**src/lbbe_pkg.sv**
```systemverilog
// Shared constants and types for the logic, branch and bit-clear execution slice
package lbbe_pkg;

    // Opcode patterns, compared against the top bits of the instruction word
    localparam logic [7:0] OPC_AND_LIT = 8'h0B;
    localparam logic [5:0] OPC_AND_FILE = 6'h05;
    localparam logic [5:0] OPC_ADD_CARRY = 6'h08;
    localparam logic [7:0] OPC_BR_CARRY = 8'hE2;
    localparam logic [3:0] OPC_CLR_BIT = 4'h9;

    // Instruction word field positions
    localparam int DEST_POS = 9;
    localparam int ACCESS_POS = 8;
    localparam int BITSEL_LSB = 9;

    // Status flag positions
    localparam int FLG_CARRY = 0;
    localparam int FLG_HALF = 1;
    localparam int FLG_ZERO = 2;
    localparam int FLG_OVFL = 3;
    localparam int FLG_NEG = 4;
    localparam int FLAG_W = 5;

    // Flags touched by the AND instructions
    localparam logic [4:0] AND_FLAG_MASK = 5'h14;

    // Reset values
    localparam logic [7:0] ACC_RESET = 8'h00;
    localparam logic [4:0] STATUS_RESET = 5'h00;

    // Access bank: low half of the file range maps to bank 0, high half to the top bank
    localparam logic [3:0] ACCESS_LO_BANK = 4'h0;
    localparam logic [3:0] ACCESS_HI_BANK = 4'hF;

    // Data address and bank widths
    localparam int BANK_W = 4;
    localparam int DADDR_W = 12;

    // Instruction phases within one instruction cycle
    typedef enum logic [3:0] {
        PH_Q1 = 4'b0001,
        PH_Q2 = 4'b0010,
        PH_Q3 = 4'b0100,
        PH_Q4 = 4'b1000
    } lbbe_phase_e;

    // Decoded operations
    typedef enum logic [5:0] {
        OP_NONE = 6'b000001,
        OP_ADDC = 6'b000010,
        OP_ANDL = 6'b000100,
        OP_ANDF = 6'b001000,
        OP_BRC = 6'b010000,
        OP_CLRB = 6'b100000
    } lbbe_op_e;

endpackage
```
**src/lbbe_alu_if.sv**
```systemverilog
// Operand and result bundle between the sequencer and the arithmetic unit
`timescale 1ns/1ps
interface lbbe_alu_if;
    lbbe_pkg::lbbe_op_e op;
    logic [7:0] opa;
    logic [7:0] opb;
    logic cin;
    logic [2:0] bit_sel;
    logic [7:0] result;
    logic [4:0] flags;

    modport seq (output op, opa, opb, cin, bit_sel, input result, flags);
    modport unit (input op, opa, opb, cin, bit_sel, output result, flags);
endinterface

```
**src/lbbe_alu.sv**
```systemverilog
// Arithmetic unit: add with carry, AND and single bit clear
`timescale 1ns/1ps
module lbbe_alu (
    lbbe_alu_if.unit alu
);
    logic [8:0] sum;
    logic [4:0] half;

    always_comb begin
        sum = 9'({1'b0, alu.opa} + {1'b0, alu.opb} + {8'h00, alu.cin});
        half = 5'({1'b0, alu.opa[3:0]} + {1'b0, alu.opb[3:0]} + {4'h0, alu.cin});
        alu.result = 8'h00;
        alu.flags = 5'h00;
        unique case (alu.op)
            lbbe_pkg::OP_ADDC: begin
                alu.result = sum[7:0];
                alu.flags[lbbe_pkg::FLG_CARRY] = sum[8];
                alu.flags[lbbe_pkg::FLG_HALF] = half[4];
                // Signed overflow: like-signed operands giving an opposite-signed sum
                alu.flags[lbbe_pkg::FLG_OVFL] = (alu.opa[7] == alu.opb[7]) &&
                                                (sum[7] != alu.opa[7]);
            end
            lbbe_pkg::OP_ANDL, lbbe_pkg::OP_ANDF: begin
                alu.result = alu.opa & alu.opb;
            end
            lbbe_pkg::OP_CLRB: begin
                alu.result = alu.opb & ~(8'h01 << alu.bit_sel);
            end
            default: begin
                alu.result = alu.opb;
            end
        endcase
        alu.flags[lbbe_pkg::FLG_ZERO] = (alu.result == 8'h00);
        alu.flags[lbbe_pkg::FLG_NEG] = alu.result[7];
    end
endmodule

```
**src/lbbe_exec.sv**
```systemverilog
// Four-phase execution of add-with-carry, AND, branch-on-carry and bit clear
// Behaviour
// - Literal AND: accumulator AND literal into accumulator
// - AND updates only negative and zero flags
// - File AND: accumulator AND register to destination
// - Destination bit 0 accumulator, 1 file register
// - Access bit 0 access bank, 1 bank register
// - Literal AND takes one four-phase cycle
// - Branch when carry set; flags unchanged
// - Target is incremented PC plus doubled offset
// - Taken branch: two cycles, second is idle
// - Untaken branch: one cycle, no write
// - Clear one register bit, read-modify-write, flags kept
// - Add with carry updates all five flags
`timescale 1ns/1ps
module lbbe_exec #(
    parameter int PC_W = 21
) (
    // Clock and reset
    input wire logic core_clk,
    input wire logic resetn,
    // Instruction fetch side
    input wire logic instr_valid,
    input wire logic [15:0] instr_word,
    input wire logic [PC_W-1:0] pc_in,
    output logic instr_ready,
    output logic pc_load,
    output logic [PC_W-1:0] pc_target,
    // Data memory side
    input wire logic [lbbe_pkg::BANK_W-1:0] bank_select_reg,
    input wire logic [7:0] mem_rd_data,
    output logic [lbbe_pkg::DADDR_W-1:0] mem_addr,
    output logic mem_rd_en,
    output logic mem_wr_en,
    output logic [7:0] mem_wr_data,
    // Core state
    output logic [7:0] acc_out,
    output logic [lbbe_pkg::FLAG_W-1:0] status_out
);
    typedef struct packed {
        lbbe_pkg::lbbe_phase_e phase;
        logic flush;
        lbbe_pkg::lbbe_op_e op;
        logic [15:0] word;
        logic [PC_W-1:0] pc_base;
        logic [7:0] operand;
        logic [7:0] acc;
        logic [lbbe_pkg::FLAG_W-1:0] status;
        logic [lbbe_pkg::FLAG_W-1:0] flags_new;
        logic [lbbe_pkg::DADDR_W-1:0] addr;
        logic rd_en;
        logic wr_en;
        logic [7:0] wr_data;
        logic acc_wr;
        logic pc_load;
        logic [PC_W-1:0] pc_target;
    } lbbe_state_s;

    lbbe_state_s st_r;
    lbbe_state_s st_nxt;
    lbbe_alu_if alu ();
    logic take;
    logic to_file;
    logic to_acc;
    lbbe_pkg::lbbe_op_e dec_op;
    logic [lbbe_pkg::DADDR_W-1:0] dec_addr;

    lbbe_alu u_alu (
        .alu(alu)
    );

    function automatic lbbe_pkg::lbbe_op_e decode(input logic [15:0] w);
        lbbe_pkg::lbbe_op_e op;
        op = lbbe_pkg::OP_NONE;
        if (w[15:8] == lbbe_pkg::OPC_AND_LIT) begin
            op = lbbe_pkg::OP_ANDL;
        end else if (w[15:10] == lbbe_pkg::OPC_AND_FILE) begin
            op = lbbe_pkg::OP_ANDF;
        end else if (w[15:10] == lbbe_pkg::OPC_ADD_CARRY) begin
            op = lbbe_pkg::OP_ADDC;
        end else if (w[15:8] == lbbe_pkg::OPC_BR_CARRY) begin
            op = lbbe_pkg::OP_BRC;
        end else if (w[15:12] == lbbe_pkg::OPC_CLR_BIT) begin
            op = lbbe_pkg::OP_CLRB;
        end
        return op;
    endfunction

    // A new word is accepted only at the first phase, and never in a flushed cycle
    assign take = instr_valid && (st_r.phase == lbbe_pkg::PH_Q1) && !st_r.flush;
    assign instr_ready = (st_r.phase == lbbe_pkg::PH_Q1) && !st_r.flush;
    assign dec_op = decode(instr_word);
    assign dec_addr = instr_word[lbbe_pkg::ACCESS_POS] ?
        {bank_select_reg, instr_word[7:0]} :
        {(instr_word[7] ? lbbe_pkg::ACCESS_HI_BANK : lbbe_pkg::ACCESS_LO_BANK),
         instr_word[7:0]};

    // Add and file AND results go to the file when the destination bit is set; bit clear always writes the file
    assign to_file = (((st_r.op == lbbe_pkg::OP_ADDC) || (st_r.op == lbbe_pkg::OP_ANDF)) &&
                      st_r.word[lbbe_pkg::DEST_POS]) ||
                     (st_r.op == lbbe_pkg::OP_CLRB);
    assign to_acc = (st_r.op == lbbe_pkg::OP_ANDL) ||
                    (((st_r.op == lbbe_pkg::OP_ADDC) || (st_r.op == lbbe_pkg::OP_ANDF)) &&
                     !st_r.word[lbbe_pkg::DEST_POS]);

    assign alu.op = st_r.op;
    assign alu.opa = st_r.acc;
    assign alu.opb = st_r.operand;
    assign alu.cin = st_r.status[lbbe_pkg::FLG_CARRY];
    assign alu.bit_sel = st_r.word[lbbe_pkg::BITSEL_LSB +: 3];

    always_comb begin
        st_nxt = st_r;
        st_nxt.rd_en = 1'b0;
        st_nxt.wr_en = 1'b0;
        st_nxt.acc_wr = 1'b0;
        st_nxt.pc_load = 1'b0;
        unique case (st_r.phase)
            lbbe_pkg::PH_Q1: begin
                // Decode
                st_nxt.phase = lbbe_pkg::PH_Q2;
                st_nxt.op = lbbe_pkg::OP_NONE;
                if (take) begin
                    st_nxt.word = instr_word;
                    st_nxt.op = dec_op;
                    st_nxt.pc_base = pc_in;
                    st_nxt.addr = dec_addr;
                    st_nxt.rd_en = (dec_op == lbbe_pkg::OP_ADDC) ||
                                   (dec_op == lbbe_pkg::OP_ANDF) ||
                                   (dec_op == lbbe_pkg::OP_CLRB);
                end
            end
            lbbe_pkg::PH_Q2: begin
                // Read literal or register
                st_nxt.phase = lbbe_pkg::PH_Q3;
                st_nxt.operand = st_r.rd_en ? mem_rd_data : st_r.word[7:0];
            end
            lbbe_pkg::PH_Q3: begin
                // Process; the write strobes are registered so they stand through Q4
                st_nxt.phase = lbbe_pkg::PH_Q4;
                st_nxt.flags_new = alu.flags;
                st_nxt.wr_data = alu.result;
                st_nxt.wr_en = to_file;
                st_nxt.acc_wr = to_acc;
                if ((st_r.op == lbbe_pkg::OP_BRC) &&
                    st_r.status[lbbe_pkg::FLG_CARRY]) begin
                    st_nxt.pc_load = 1'b1;
                    st_nxt.pc_target = st_r.pc_base +
                        {{(PC_W-9){st_r.word[7]}}, st_r.word[7:0], 1'b0};
                end
            end
            lbbe_pkg::PH_Q4: begin
                // Write destination
                st_nxt.phase = lbbe_pkg::PH_Q1;
                if (st_r.acc_wr) begin
                    st_nxt.acc = st_r.wr_data;
                end
                if (st_r.op == lbbe_pkg::OP_ADDC) begin
                    st_nxt.status = st_r.flags_new;
                end else if ((st_r.op == lbbe_pkg::OP_ANDL) ||
                             (st_r.op == lbbe_pkg::OP_ANDF)) begin
                    st_nxt.status = (st_r.status & ~lbbe_pkg::AND_FLAG_MASK) |
                                    (st_r.flags_new & lbbe_pkg::AND_FLAG_MASK);
                end
                // A taken branch idles for the whole next instruction cycle
                st_nxt.flush = st_r.pc_load;
            end
        endcase
    end

    always_ff @(posedge core_clk or negedge resetn) begin
        if (!resetn) begin
            st_r <= '{phase: lbbe_pkg::PH_Q1, op: lbbe_pkg::OP_NONE,
                      acc: lbbe_pkg::ACC_RESET, status: lbbe_pkg::STATUS_RESET,
                      default: '0};
        end else begin
            st_r <= st_nxt;
        end
    end

    assign pc_load = st_r.pc_load;
    assign pc_target = st_r.pc_target;
    assign mem_addr = st_r.addr;
    assign mem_rd_en = st_r.rd_en;
    assign mem_wr_en = st_r.wr_en;
    assign mem_wr_data = st_r.wr_data;
    assign acc_out = st_r.acc;
    assign status_out = st_r.status;

    logic carry_now;
    assign carry_now = status_out[lbbe_pkg::FLG_CARRY];
endmodule

```
**config.mk**
```make
export PLATFORM = sky130hd
export DESIGN_NAME = lbbe_exec
export DESIGN_NICKNAME = d
export VERILOG_FILES = /design/src/lbbe_pkg.sv /design/src/lbbe_alu_if.sv /design/src/lbbe_alu.sv /design/src/lbbe_exec.sv
export SDC_FILE = /design/constraint.sdc
export NUM_CORES = 1
export LEC_CHECK = 0
export BUFFER_PORTS_ARGS = -buffer_cell sky130_fd_sc_hd__clkbuf_2
export CORE_MARGIN = 2
export CORE_UTILIZATION = 28
export CTS_CLUSTER_DIAMETER = 150
export CTS_CLUSTER_SIZE = 24
export DETAILED_ROUTE_END_ITERATION = 6
export PLACE_DENSITY = 0.56
export SLEW_MARGIN = 20
export SYNTH_ARGS = -nofsm -noshare
export SYNTH_HDL_FRONTEND = slang
export SYNTH_HIERARCHICAL = 1
export SYNTH_SLANG_ARGS = --single-unit
```
**constraint.sdc**
```tcl
create_clock -name core_clk -period 2.8 [get_ports core_clk]
set_clock_uncertainty 0.15 [all_clocks]
set_input_delay 0.28 -clock core_clk [delete_from_list [all_inputs] [get_ports core_clk]]
set_output_delay 0.28 -clock core_clk [all_outputs]
set_load 0.01 [all_outputs]
```
After elaboration in Yosys (flattened, before gate mapping)
Cells that the tools add are included.
Word-level totals
  bits in registers: 119
  bits of input ports: 52
  output and inout bits: 58
  logic and storage cells: 86
Cells by class
  add/sub/neg operators: 5
  equality and inequality tests: 19
  shifts and indexed selects: 1
  mux-type cells: 19
  bitwise gates (word level): 4
  reductions and logical operators: 22
Operators by type and width (number)
  $mux 43: 1
  $mux 32: 1
  $mux 6: 5
  $pmux 8 s3: 1
  $mux 22: 1
  $add 21x21->21: 1
  $eq 6x4->1 const B: 3
  $and 8x8->8: 2
  $pmux 4 s4: 1
  $eq 6x2->1 const B: 2
  $eq 6x3->1 const B: 2
  $eq 6x6->1 const B: 2
  $mux 12: 1
  $mux 5: 2
  $add 8x8->9: 1
  $add 9x1->9: 1
  $eq 4x4->1 const B: 2
  $eq 8x4->1 const B: 1
  $eq 8x8->1 const B: 1
  $logic_not 8->1: 1
  $mux 8: 1
  $not 8->8: 1
  $reduce_and 2->1: 4
  $shl 1x3->8 const A: 1
  other kinds (17): 31

Longest topological paths before layout
Gate-level depths: netlist of the first run.
  depth in word-level cells: 11
  mapped depth: 10
  mapped depth without buffers: 10

By module
Netlist of the first run, hierarchy kept.
By module, submodules not included
  lbbe_exec: times used 1, cells each 525, area each 5589.1 um^2, sequential area each 2655.0 um^2
  lbbe_alu: times used 1, cells each 106, area each 765.7 um^2, sequential area each 0.0 um^2

Worst setup path before layout of the first run
OpenSTA, ideal clock, no wires.
  kind: reg-to-reg
  from: reg st_r[99] (netlist name)
  to: reg st_r, in the netlist pc_target[20]
  setup time: 0.070 ns
  arrival: 2.340 ns
  required time: 2.580 ns
  path slack: 0.241 ns
  cell stages (with the launch flop): 7
  buffers on the path: 0
  period minus slack after synthesis: 2.559 ns
  cell sequence: dfrtp_1 ha_1 nand2_1 a2111oi_1 nor3_1 or4_1 nand3_1
Between the ends
  longest elaborated chain between the ends: 1
RTL lines
  start: declaration: RTL line lbbe_exec.sv:59  | lbbe_state_s st_r;
  start signal: assignment: RTL line lbbe_exec.sv:173  | st_r <= '{phase: lbbe_pkg::PH_Q1, op: lbbe_pkg::OP_NONE,
  start signal: assignment: RTL line lbbe_exec.sv:177  | st_r <= st_nxt;
  $add 21x21->21: RTL line lbbe_exec.sv:148  | st_nxt.pc_target = st_r.pc_base +
Every way passes these cells.
A chain may end at the register's enable or synchronous reset.

Final worst setup path of the first run
  from: reg st_r[93] (netlist name)
  to: reg st_r, in the netlist pc_target[20]
The elaborated chain is that of the path after synthesis.

==> metrics.log, run 1 <==
[metrics] max-cap violations: 0
[metrics] RSZ-0062 raised after global routing: no
[metrics] number of enable flip-flop cells after synthesis: 0
[metrics] number of warnings issued by yosys: 6
[metrics] initial standard-cell utilization of the core: 28.3%
[metrics] count of different cell masters after synthesis: 65
[metrics] number of placement rows: 55
[metrics] type of the most critical hold path: primary input to flip-flop
[metrics] first-pass GRT wire length: 25300 um
[metrics] global router's overall resource usage: 13.5%
[metrics] antenna-violating nets left: 0
[metrics] total of buffers placed on input and output ports: 109
[metrics] core area: 22400 sq um
[metrics] Top-Level Pins: 110
[metrics] number of antenna violations at the first check in global routing: 0
[metrics] Die Height: 155 um
[metrics] Nets: 795
[metrics] shortest period the worst path allows: 2590 ps
[metrics] TritonCTS Sinks: 106
[metrics] cell count after synthesis: 631
[metrics] final hold vios: 0
[metrics] maximum number of pins on one net before global-route repair: 63
[metrics] detailed-router iteration count before antenna repair: 4
[metrics] signal arrival time at the worst endpoint: 2730 ps
[metrics] primary flip-flop cell chosen by synthesis mapping: sky130_fd_sc_hd__dfrtp_1
[metrics] ratio of cells with drive above 1 in the final layout: 31.6%
[metrics] number of vias per cell: 4.75
[metrics] Post-Route Setup TNS: 0 ps
[metrics] number of buffers inserted during clock tree synthesis: 9
[metrics] GP Congestion: 0.861
[metrics] vias in the first global route: 4736
[metrics] max-slew violation count: 0
[metrics] worst hold path startpoint: pc_in[0]
[metrics] Power Density: 515 nW/um^2
[metrics] root buffer cell: sky130_fd_sc_hd__clkbuf_16
[metrics] Async SR Flop Fraction: 100%
[metrics] clock slew at the register clock pins of the worst setup and hold paths: 70 ps
[metrics] measured slew at the worst slew-check pin: 662 ps
[metrics] post-synthesis register bit count: 106
[metrics] source-to-sink clock delay at the later pin of the worst-skew pair: 360 ps
[metrics] Place WS: 17.4 ps
[metrics] dpl cell area: 6950 sq um
[metrics] Final Setup Violations: 0
[metrics] final worst path period share: 92.4%
[metrics] net count after synthesis: 712
[metrics] share of the yosys chip area belonging to registers: 41.8%
[metrics] critical-path maximum fanout: 5
[metrics] Critical Path RT: 2940 ps
[metrics] Clock Path Buffers: 2
[metrics] growth of design area from synthesis to finish: 17.4%
[metrics] remaining routing DRC violations: 0
[metrics] Worst Slack Setup Final: 212 ps
[metrics] number of H-tree levels: 3
[metrics] GRT Residual Overflow: 0
[metrics] violation count after the first detailed-routing iteration: 182
[metrics] CTS tree: yes
[metrics] kind of capture point of the worst setup path: flip-flop
[metrics] wire length after detailed routing: 15500 um
[metrics] area of the mapped netlist: 6350 sq um
[metrics] final antenna diode count: 0
[metrics] Worst Path Class, Setup: flip-flop to flip-flop
[metrics] kind of launch point of the worst setup path: flip-flop
[metrics] largest vdd supply drop: 0.000257 V
[metrics] sum of internal, switching and leakage power: 3.84 mW
[metrics] result of the run: completed
[metrics] Leakage Power: 3.47 nW
[metrics] Reg-to-Reg Start: st_r[93]$_DFFE_PN0P_
[metrics] mean instance size in the synthesized netlist: 10.1 sq um
[metrics] worst rel slew slack: 55.2%
[metrics] vias: 4770
[metrics] area of all placed cells without fillers: 7460 sq um
[metrics] HPWL after detailed placement: 11900 um
[metrics] die width: 155 um
[metrics] die footprint: 23900 sq um
[metrics] routed length per instance: 15.5 um
[metrics] Max Clk Rate: 386 MHz
[metrics] startpoint of the worst setup timing path: st_r[93]$_DFFE_PN0P_
layer usage:
| metal | track usage (%) | share of wire [%] | routed length, um | vias to the layer above |
|---|---|---|---|---|
| li1 | - | - | - | 2393 |
| met5 | 0 | 0 | 0 | - |
| met1 | 16.7 | 44 | 6810 | 2258 |
| met2 | 23.4 | 50 | 7780 | 99 |
| met4 | 4.06 | 1.9 | 301 | 0 |
| met3 | 2.94 | 4.0 | 628 | 20 |
synthesized netlist by cell type (6+ instances only):
master / number / share of area [%]
sky130_fd_sc_hd__clkbuf_1: 15 / 0.89
sky130_fd_sc_hd__xor2_1: 14 / 1.9
sky130_fd_sc_hd__or3_1: 7 / 0.69
sky130_fd_sc_hd__o211ai_1: 8 / 0.95
sky130_fd_sc_hd__buf_4: 58 / 6.9
sky130_fd_sc_hd__mux2i_1: 13 / 2.0
sky130_fd_sc_hd__a21o_1: 8 / 0.95
sky130_fd_sc_hd__dfrtp_1: 104 / 41
sky130_fd_sc_hd__xnor2_1: 6 / 0.83
sky130_fd_sc_hd__a31oi_1: 8 / 0.79
sky130_fd_sc_hd__nor3_1: 10 / 0.79
sky130_fd_sc_hd__nor2_1: 38 / 2.2
sky130_fd_sc_hd__mux2_2: 58 / 10
sky130_fd_sc_hd__inv_1: 13 / 0.77
sky130_fd_sc_hd__nand3_1: 19 / 1.5
sky130_fd_sc_hd__nand2_1: 58 / 3.4
sky130_fd_sc_hd__nand4_1: 8 / 0.79
sky130_fd_sc_hd__o21ai_0: 36 / 2.8
sky130_fd_sc_hd__a21oi_1: 37 / 2.9
sky130_fd_sc_hd__ha_1: 26 / 5.1
logic make-up (layout without fill, tap and decap cells):
| logic type | Yosys count | count (layout) | share of synthesized area, % |
|---|---|---|---|
| AND/OR/NAND/NOR | 183 | 183 | 15.1 |
| AO/OA/AOI/OAI | 128 | 128 | 12.6 |
| flip-flops | 106 | 106 | 41.8 |
| buffers and inverters | 92 | 180 | 8.96 |
| multiplexers | 73 | 73 | 12.7 |
| adder cells (fa/ha/maj) | 29 | 29 | 6.06 |
| XOR/XNOR | 20 | 20 | 2.76 |
sequential cells by signal, summed over array words and instances, names as in the netlist:
register	cells
alu.bit_sel	3
acc_out	8
pc_target	21
alu.opb	8
mem_addr	4
st_r	40
mem_rd_en	1
alu.op	6
mem_wr_en	1
mem_wr_data	8
status_out	5
pc_load	1
stage by stage:
stage	util, %	hold slack [ps]	std cells
after floorplan	-	-166	631
after global placement	31.0	193	971
after detailed placement	31.0	195	971
after CTS	33.1	0.796	1002
after global routing	33.2	3.99	1004
final	33.2	8.64	1004
final timing paths:
check	to	slack, ps	cells after the start
worst min-delay path	st_r[71]$_DFFE_PN0P_	9	2
min in group asynchronous	mem_wr_data[1]$_DFFE_PN0P_	330	2
worst min register to register	pc_target[0]$_DFFE_PN0P_	320	2
worst max register to register	pc_target[20]$_DFFE_PN0P_	210	8
worst max-delay path	pc_target[20]$_DFFE_PN0P_	210	8
max in group asynchronous	st_r[115]$_DFF_PN1_	1370	3
repair_timing:
action,in CTS,in global routing
resized for setup,1,3
gates cloned,0,0
pin swaps,0,3
setup endpoints to repair,1,2
hold buffers,15,0
endpoints found under the hold margin,57,0
setup buffers,0,2
final cells by class:
type / count / area [sq um]
timing repair buffer: 151 / 926
inverter: 13 / 48.8
clock buffer: 9 / 225
tap: 285 / 357
multi-input combinational: 433 / 3140
clock inverter: 7 / 103
sequential: 106 / 2660
fill: 2327 / 15000
critical path: stages, from the launching register on:
cell and delay [ps]:
sky130_fd_sc_hd__dfrtp_1 440, sky130_fd_sc_hd__ha_1 300, sky130_fd_sc_hd__a21o_1 130, sky130_fd_sc_hd__nand4_1 130, sky130_fd_sc_hd__a2111oi_1 460, sky130_fd_sc_hd__buf_4 190, sky130_fd_sc_hd__nor3_1 100, sky130_fd_sc_hd__or4_1 530
sky130_fd_sc_hd__nand3_1 90
power breakdown:
group          internal [mW]  switching (mW)
registers               1.61          0.0724
clock network          0.792           0.603
logic                  0.337           0.424
cells in the final DEF, fill, tap and decap left out, drive strengths merged, types with 3 or more instances in the layout:
| cell | count |
|---|---|
| a21o | 8 |
| a21oi | 37 |
| a31oi | 8 |
| and2 | 5 |
| and3 | 5 |
| buf | 28 |
| clkbuf | 117 |
| clkinv | 3 |
| dfrtp | 104 |
| dlygate4sd3 | 15 |
| fa | 3 |
| ha | 26 |
| inv | 14 |
| mux2 | 60 |
| mux2i | 13 |
| nand2 | 58 |
| nand2b | 3 |
| nand3 | 19 |
| nand3b | 5 |
| nand4 | 8 |
| nand4b | 3 |
| nor2 | 39 |
| nor2b | 3 |
| nor3 | 11 |
| nor4b | 4 |
| o2111ai | 4 |
| o211ai | 8 |
| o21a | 3 |
| o21ai | 37 |
| o31ai | 3 |
| or3 | 7 |
| or4 | 3 |
| xnor2 | 6 |
| xor2 | 14 |
(Power assumes the default switching activity.)
==> run 2, diff against run 1 <==
--- a/config.mk
+++ b/config.mk
@@ -6,12 +6,15 @@
 export NUM_CORES = 1
 export LEC_CHECK = 0
 export BUFFER_PORTS_ARGS = -buffer_cell sky130_fd_sc_hd__clkbuf_2
+export CORE_ASPECT_RATIO = 0.75
 export CORE_MARGIN = 2
 export CORE_UTILIZATION = 28
 export CTS_CLUSTER_DIAMETER = 150
 export CTS_CLUSTER_SIZE = 24
 export DETAILED_ROUTE_END_ITERATION = 6
+export HOLD_SLACK_MARGIN = 0.15
 export PLACE_DENSITY = 0.56
+export SETUP_SLACK_MARGIN = 0.05
 export SLEW_MARGIN = 20
 export SYNTH_ARGS = -nofsm -noshare
 export SYNTH_HDL_FRONTEND = slang
==> metrics.log, run 2 (synthesis results as in run 1) <==
[metrics] type of the most critical hold path: primary input to flip-flop
[metrics] GRT Residual Overflow: 0
[metrics] Worst Slack Setup Final: 116 ps
[metrics] growth of design area from synthesis to finish: 22.4%
[metrics] vias: 4949
[metrics] TritonCTS Sinks: 106
[metrics] core area: 22200 sq um
[metrics] Post-Route Setup TNS: 0 ps
[metrics] Power Density: 479 nW/um^2
[metrics] signal arrival time at the worst endpoint: 2830 ps
[metrics] kind of capture point of the worst setup path: flip-flop
[metrics] routed length per instance: 15.9 um
[metrics] number of antenna violations at the first check in global routing: 0
[metrics] violation count after the first detailed-routing iteration: 311
[metrics] maximum number of pins on one net before global-route repair: 51
[metrics] register containing the most flip-flops in the final layout: st_r
[metrics] detailed-router iteration count before antenna repair: 4
[metrics] antenna-violating nets left: 0
[metrics] measured slew at the worst slew-check pin: 658 ps
[metrics] Max Clk Rate: 373 MHz
[metrics] capture point of the worst path: st_r[47]$_DFFE_PN0P_
[metrics] clock network fraction of total power: 32.1%
[metrics] switching share of total power: 30.1%
[metrics] die footprint: 23900 sq um
[metrics] vias in the first global route: 4736
[metrics] HPWL after detailed placement: 12700 um
[metrics] critical-path maximum fanout: 4
[metrics] initial standard-cell utilization of the core: 28.7%
[metrics] fill cell count: 2226
[metrics] part of the total power dissipated in combinational logic: 22.4%
[metrics] commonest non-fill, non-tap cells in the layout: sky130_fd_sc_hd__clkbuf_2 (108), sky130_fd_sc_hd__dfrtp_1 (104), sky130_fd_sc_hd__mux2_2 (58)
[metrics] clock slew at the register clock pins of the worst setup and hold paths: 70 ps
[metrics] Clock Path Buffers: 2
[metrics] number of buffers inserted during clock tree synthesis: 9
[metrics] Top-Level Pins: 110
[metrics] kind of launch point of the worst setup path: flip-flop
[metrics] sum of internal, switching and leakage power: 3.72 mW
[metrics] global router's overall resource usage: 14.3%
[metrics] first-pass GRT wire length: 26500 um
[metrics] Worst Path Class, Setup: flip-flop to flip-flop
[metrics] Internal Power: 2.60 mW
[metrics] reg2reg end: st_r[47]$_DFFE_PN0P_
[metrics] largest vdd supply drop: 0.000283 V
[metrics] Reg-to-Reg Start: acc_out[0]$_DFFE_PN0P_
[metrics] final worst path period share: 95.8%
[metrics] result of the run: completed
[metrics] GP Congestion: 0.896
[metrics] RSZ-0062 raised after global routing: yes
[metrics] source-to-sink clock delay at the later pin of the worst-skew pair: 350 ps
[metrics] Sequential Power Share: 45.5%
[metrics] number of placement rows: 47
[metrics] shortest period the worst path allows: 2680 ps
[metrics] max-cap violations: 0
[metrics] startpoint of the worst setup timing path: acc_out[0]$_DFFE_PN0P_
[metrics] remaining routing DRC violations: 0
[metrics] number of flip-flops under the largest register name: 40
[metrics] Min-Delay Path Depth: 3
[metrics] number of vias per cell: 4.72
[metrics] CTS tree: yes
[metrics] Final Setup Violations: 0
[metrics] Place WS: 65.1 ps
[metrics] die width: 178 um
[metrics] Nets: 831
[metrics] worst rel slew slack: 55.5%
[metrics] number of H-tree levels: 3
[metrics] path depth of the worst reg2reg path: 10
[metrics] final antenna diode count: 0
[metrics] ratio of cells with drive above 1 in the final layout: 29.9%
[metrics] Critical Path RT: 2940 ps
[metrics] root buffer cell: sky130_fd_sc_hd__clkbuf_16
[metrics] total of buffers placed on input and output ports: 109
[metrics] worst reg-to-reg setup slack: 120 ps
[metrics] final hold vios: 0
[metrics] max-slew violation count: 0
[metrics] power dissipated by switching net loads: 1.12 mW
[metrics] Die Height: 134 um
[metrics] wire length after detailed routing: 16700 um
[metrics] worst hold slack across all endpoints: 170 ps
[metrics] Leakage Power: 3.60 nW
[metrics] most common library cell in the layout ignoring fill and taps: sky130_fd_sc_hd__clkbuf_2
run 2: changes by cell type in the layout (fill, tap and decap cells not counted), sizes merged:
cell         before  now
clkinvlp          1    2
clkbuf          117  118
dlygate4sd3      15   51
bufinv            2    0
run 2: repair_timing:
| item | in CTS | in global routing |
|---|---|---|
| endpoints found under the setup margin | 1 | 5 |
| hold endpoints to repair | 80 | 0 |
| gates resized for setup | 1 | 3 |
| pin swaps | 0 | 1 |
| setup buffers | 0 | 1 |
| hold buffers | 51 | 0 |
run 2: final cells by class:
cell class	instances	area (sq um)	area share (%)
clock buffers	10	229	2.94
clock inverters	6	42.5	0.547
inverters	13	48.8	0.627
multi-input cells	433	3150	40.5
flip-flops and latches	106	2660	34.1
well taps	294	368	4.73
repair buffers	187	1290	16.5
run 2: per-layer routing:
layer	vias to the layer above	track usage [%]	part of all wire [%]
met1	2362	22.5	54
met3	12	3.72	6.0
met4	0	3.10	1.2
met5	-	0	0
met2	122	19.1	39
li1	2453	-	-
run 2: critical path: stages (launching register included):
cell and delay, ps:
sky130_fd_sc_hd__dfrtp_1 410, sky130_fd_sc_hd__fa_2 260, sky130_fd_sc_hd__inv_1 60, sky130_fd_sc_hd__fa_1 390
sky130_fd_sc_hd__nand2b_1 180, sky130_fd_sc_hd__a21oi_2 180, sky130_fd_sc_hd__xor2_1 80, sky130_fd_sc_hd__a22o_1 190
sky130_fd_sc_hd__or3_1 320, sky130_fd_sc_hd__nor4_2 230, sky130_fd_sc_hd__mux2_2 180
run 2: worst min-delay path by stage:
stage	from	to
after global routing	instr_word[8]	mem_addr[11]$_DFFE_PN0P_
after CTS	instr_word[8]	mem_addr[11]$_DFFE_PN0P_
final	instr_word[8]	mem_addr[11]$_DFFE_PN0P_
after global placement	resetn	pc_target[3]$_DFFE_PN0P_
after floorplan	resetn	acc_out[0]$_DFFE_PN0P_
after detailed placement	resetn	pc_target[3]$_DFFE_PN0P_
run 2: power by group through the flow:
stage / clock [mW] / combinational [mW] / sequential (mW)
final: 1.19 / 0.835 / 1.69
after global routing: 1.31 / 0.935 / 1.71
after CTS: 1.24 / 0.827 / 1.69
after detailed placement: 0 / 0.766 / 1.72
after global placement: 0 / 0.761 / 1.72
after floorplan: 0 / 0.540 / 1.70
run 2: stage by stage:
step,instance area [sq um],std cells,util (%)
floorplan,6350,631,-
global placement,6970,981,31.5
detailed placement,6970,981,31.5
CTS,7760,1048,35.0
global route,7780,1049,35.1
finish,7780,1049,35.1
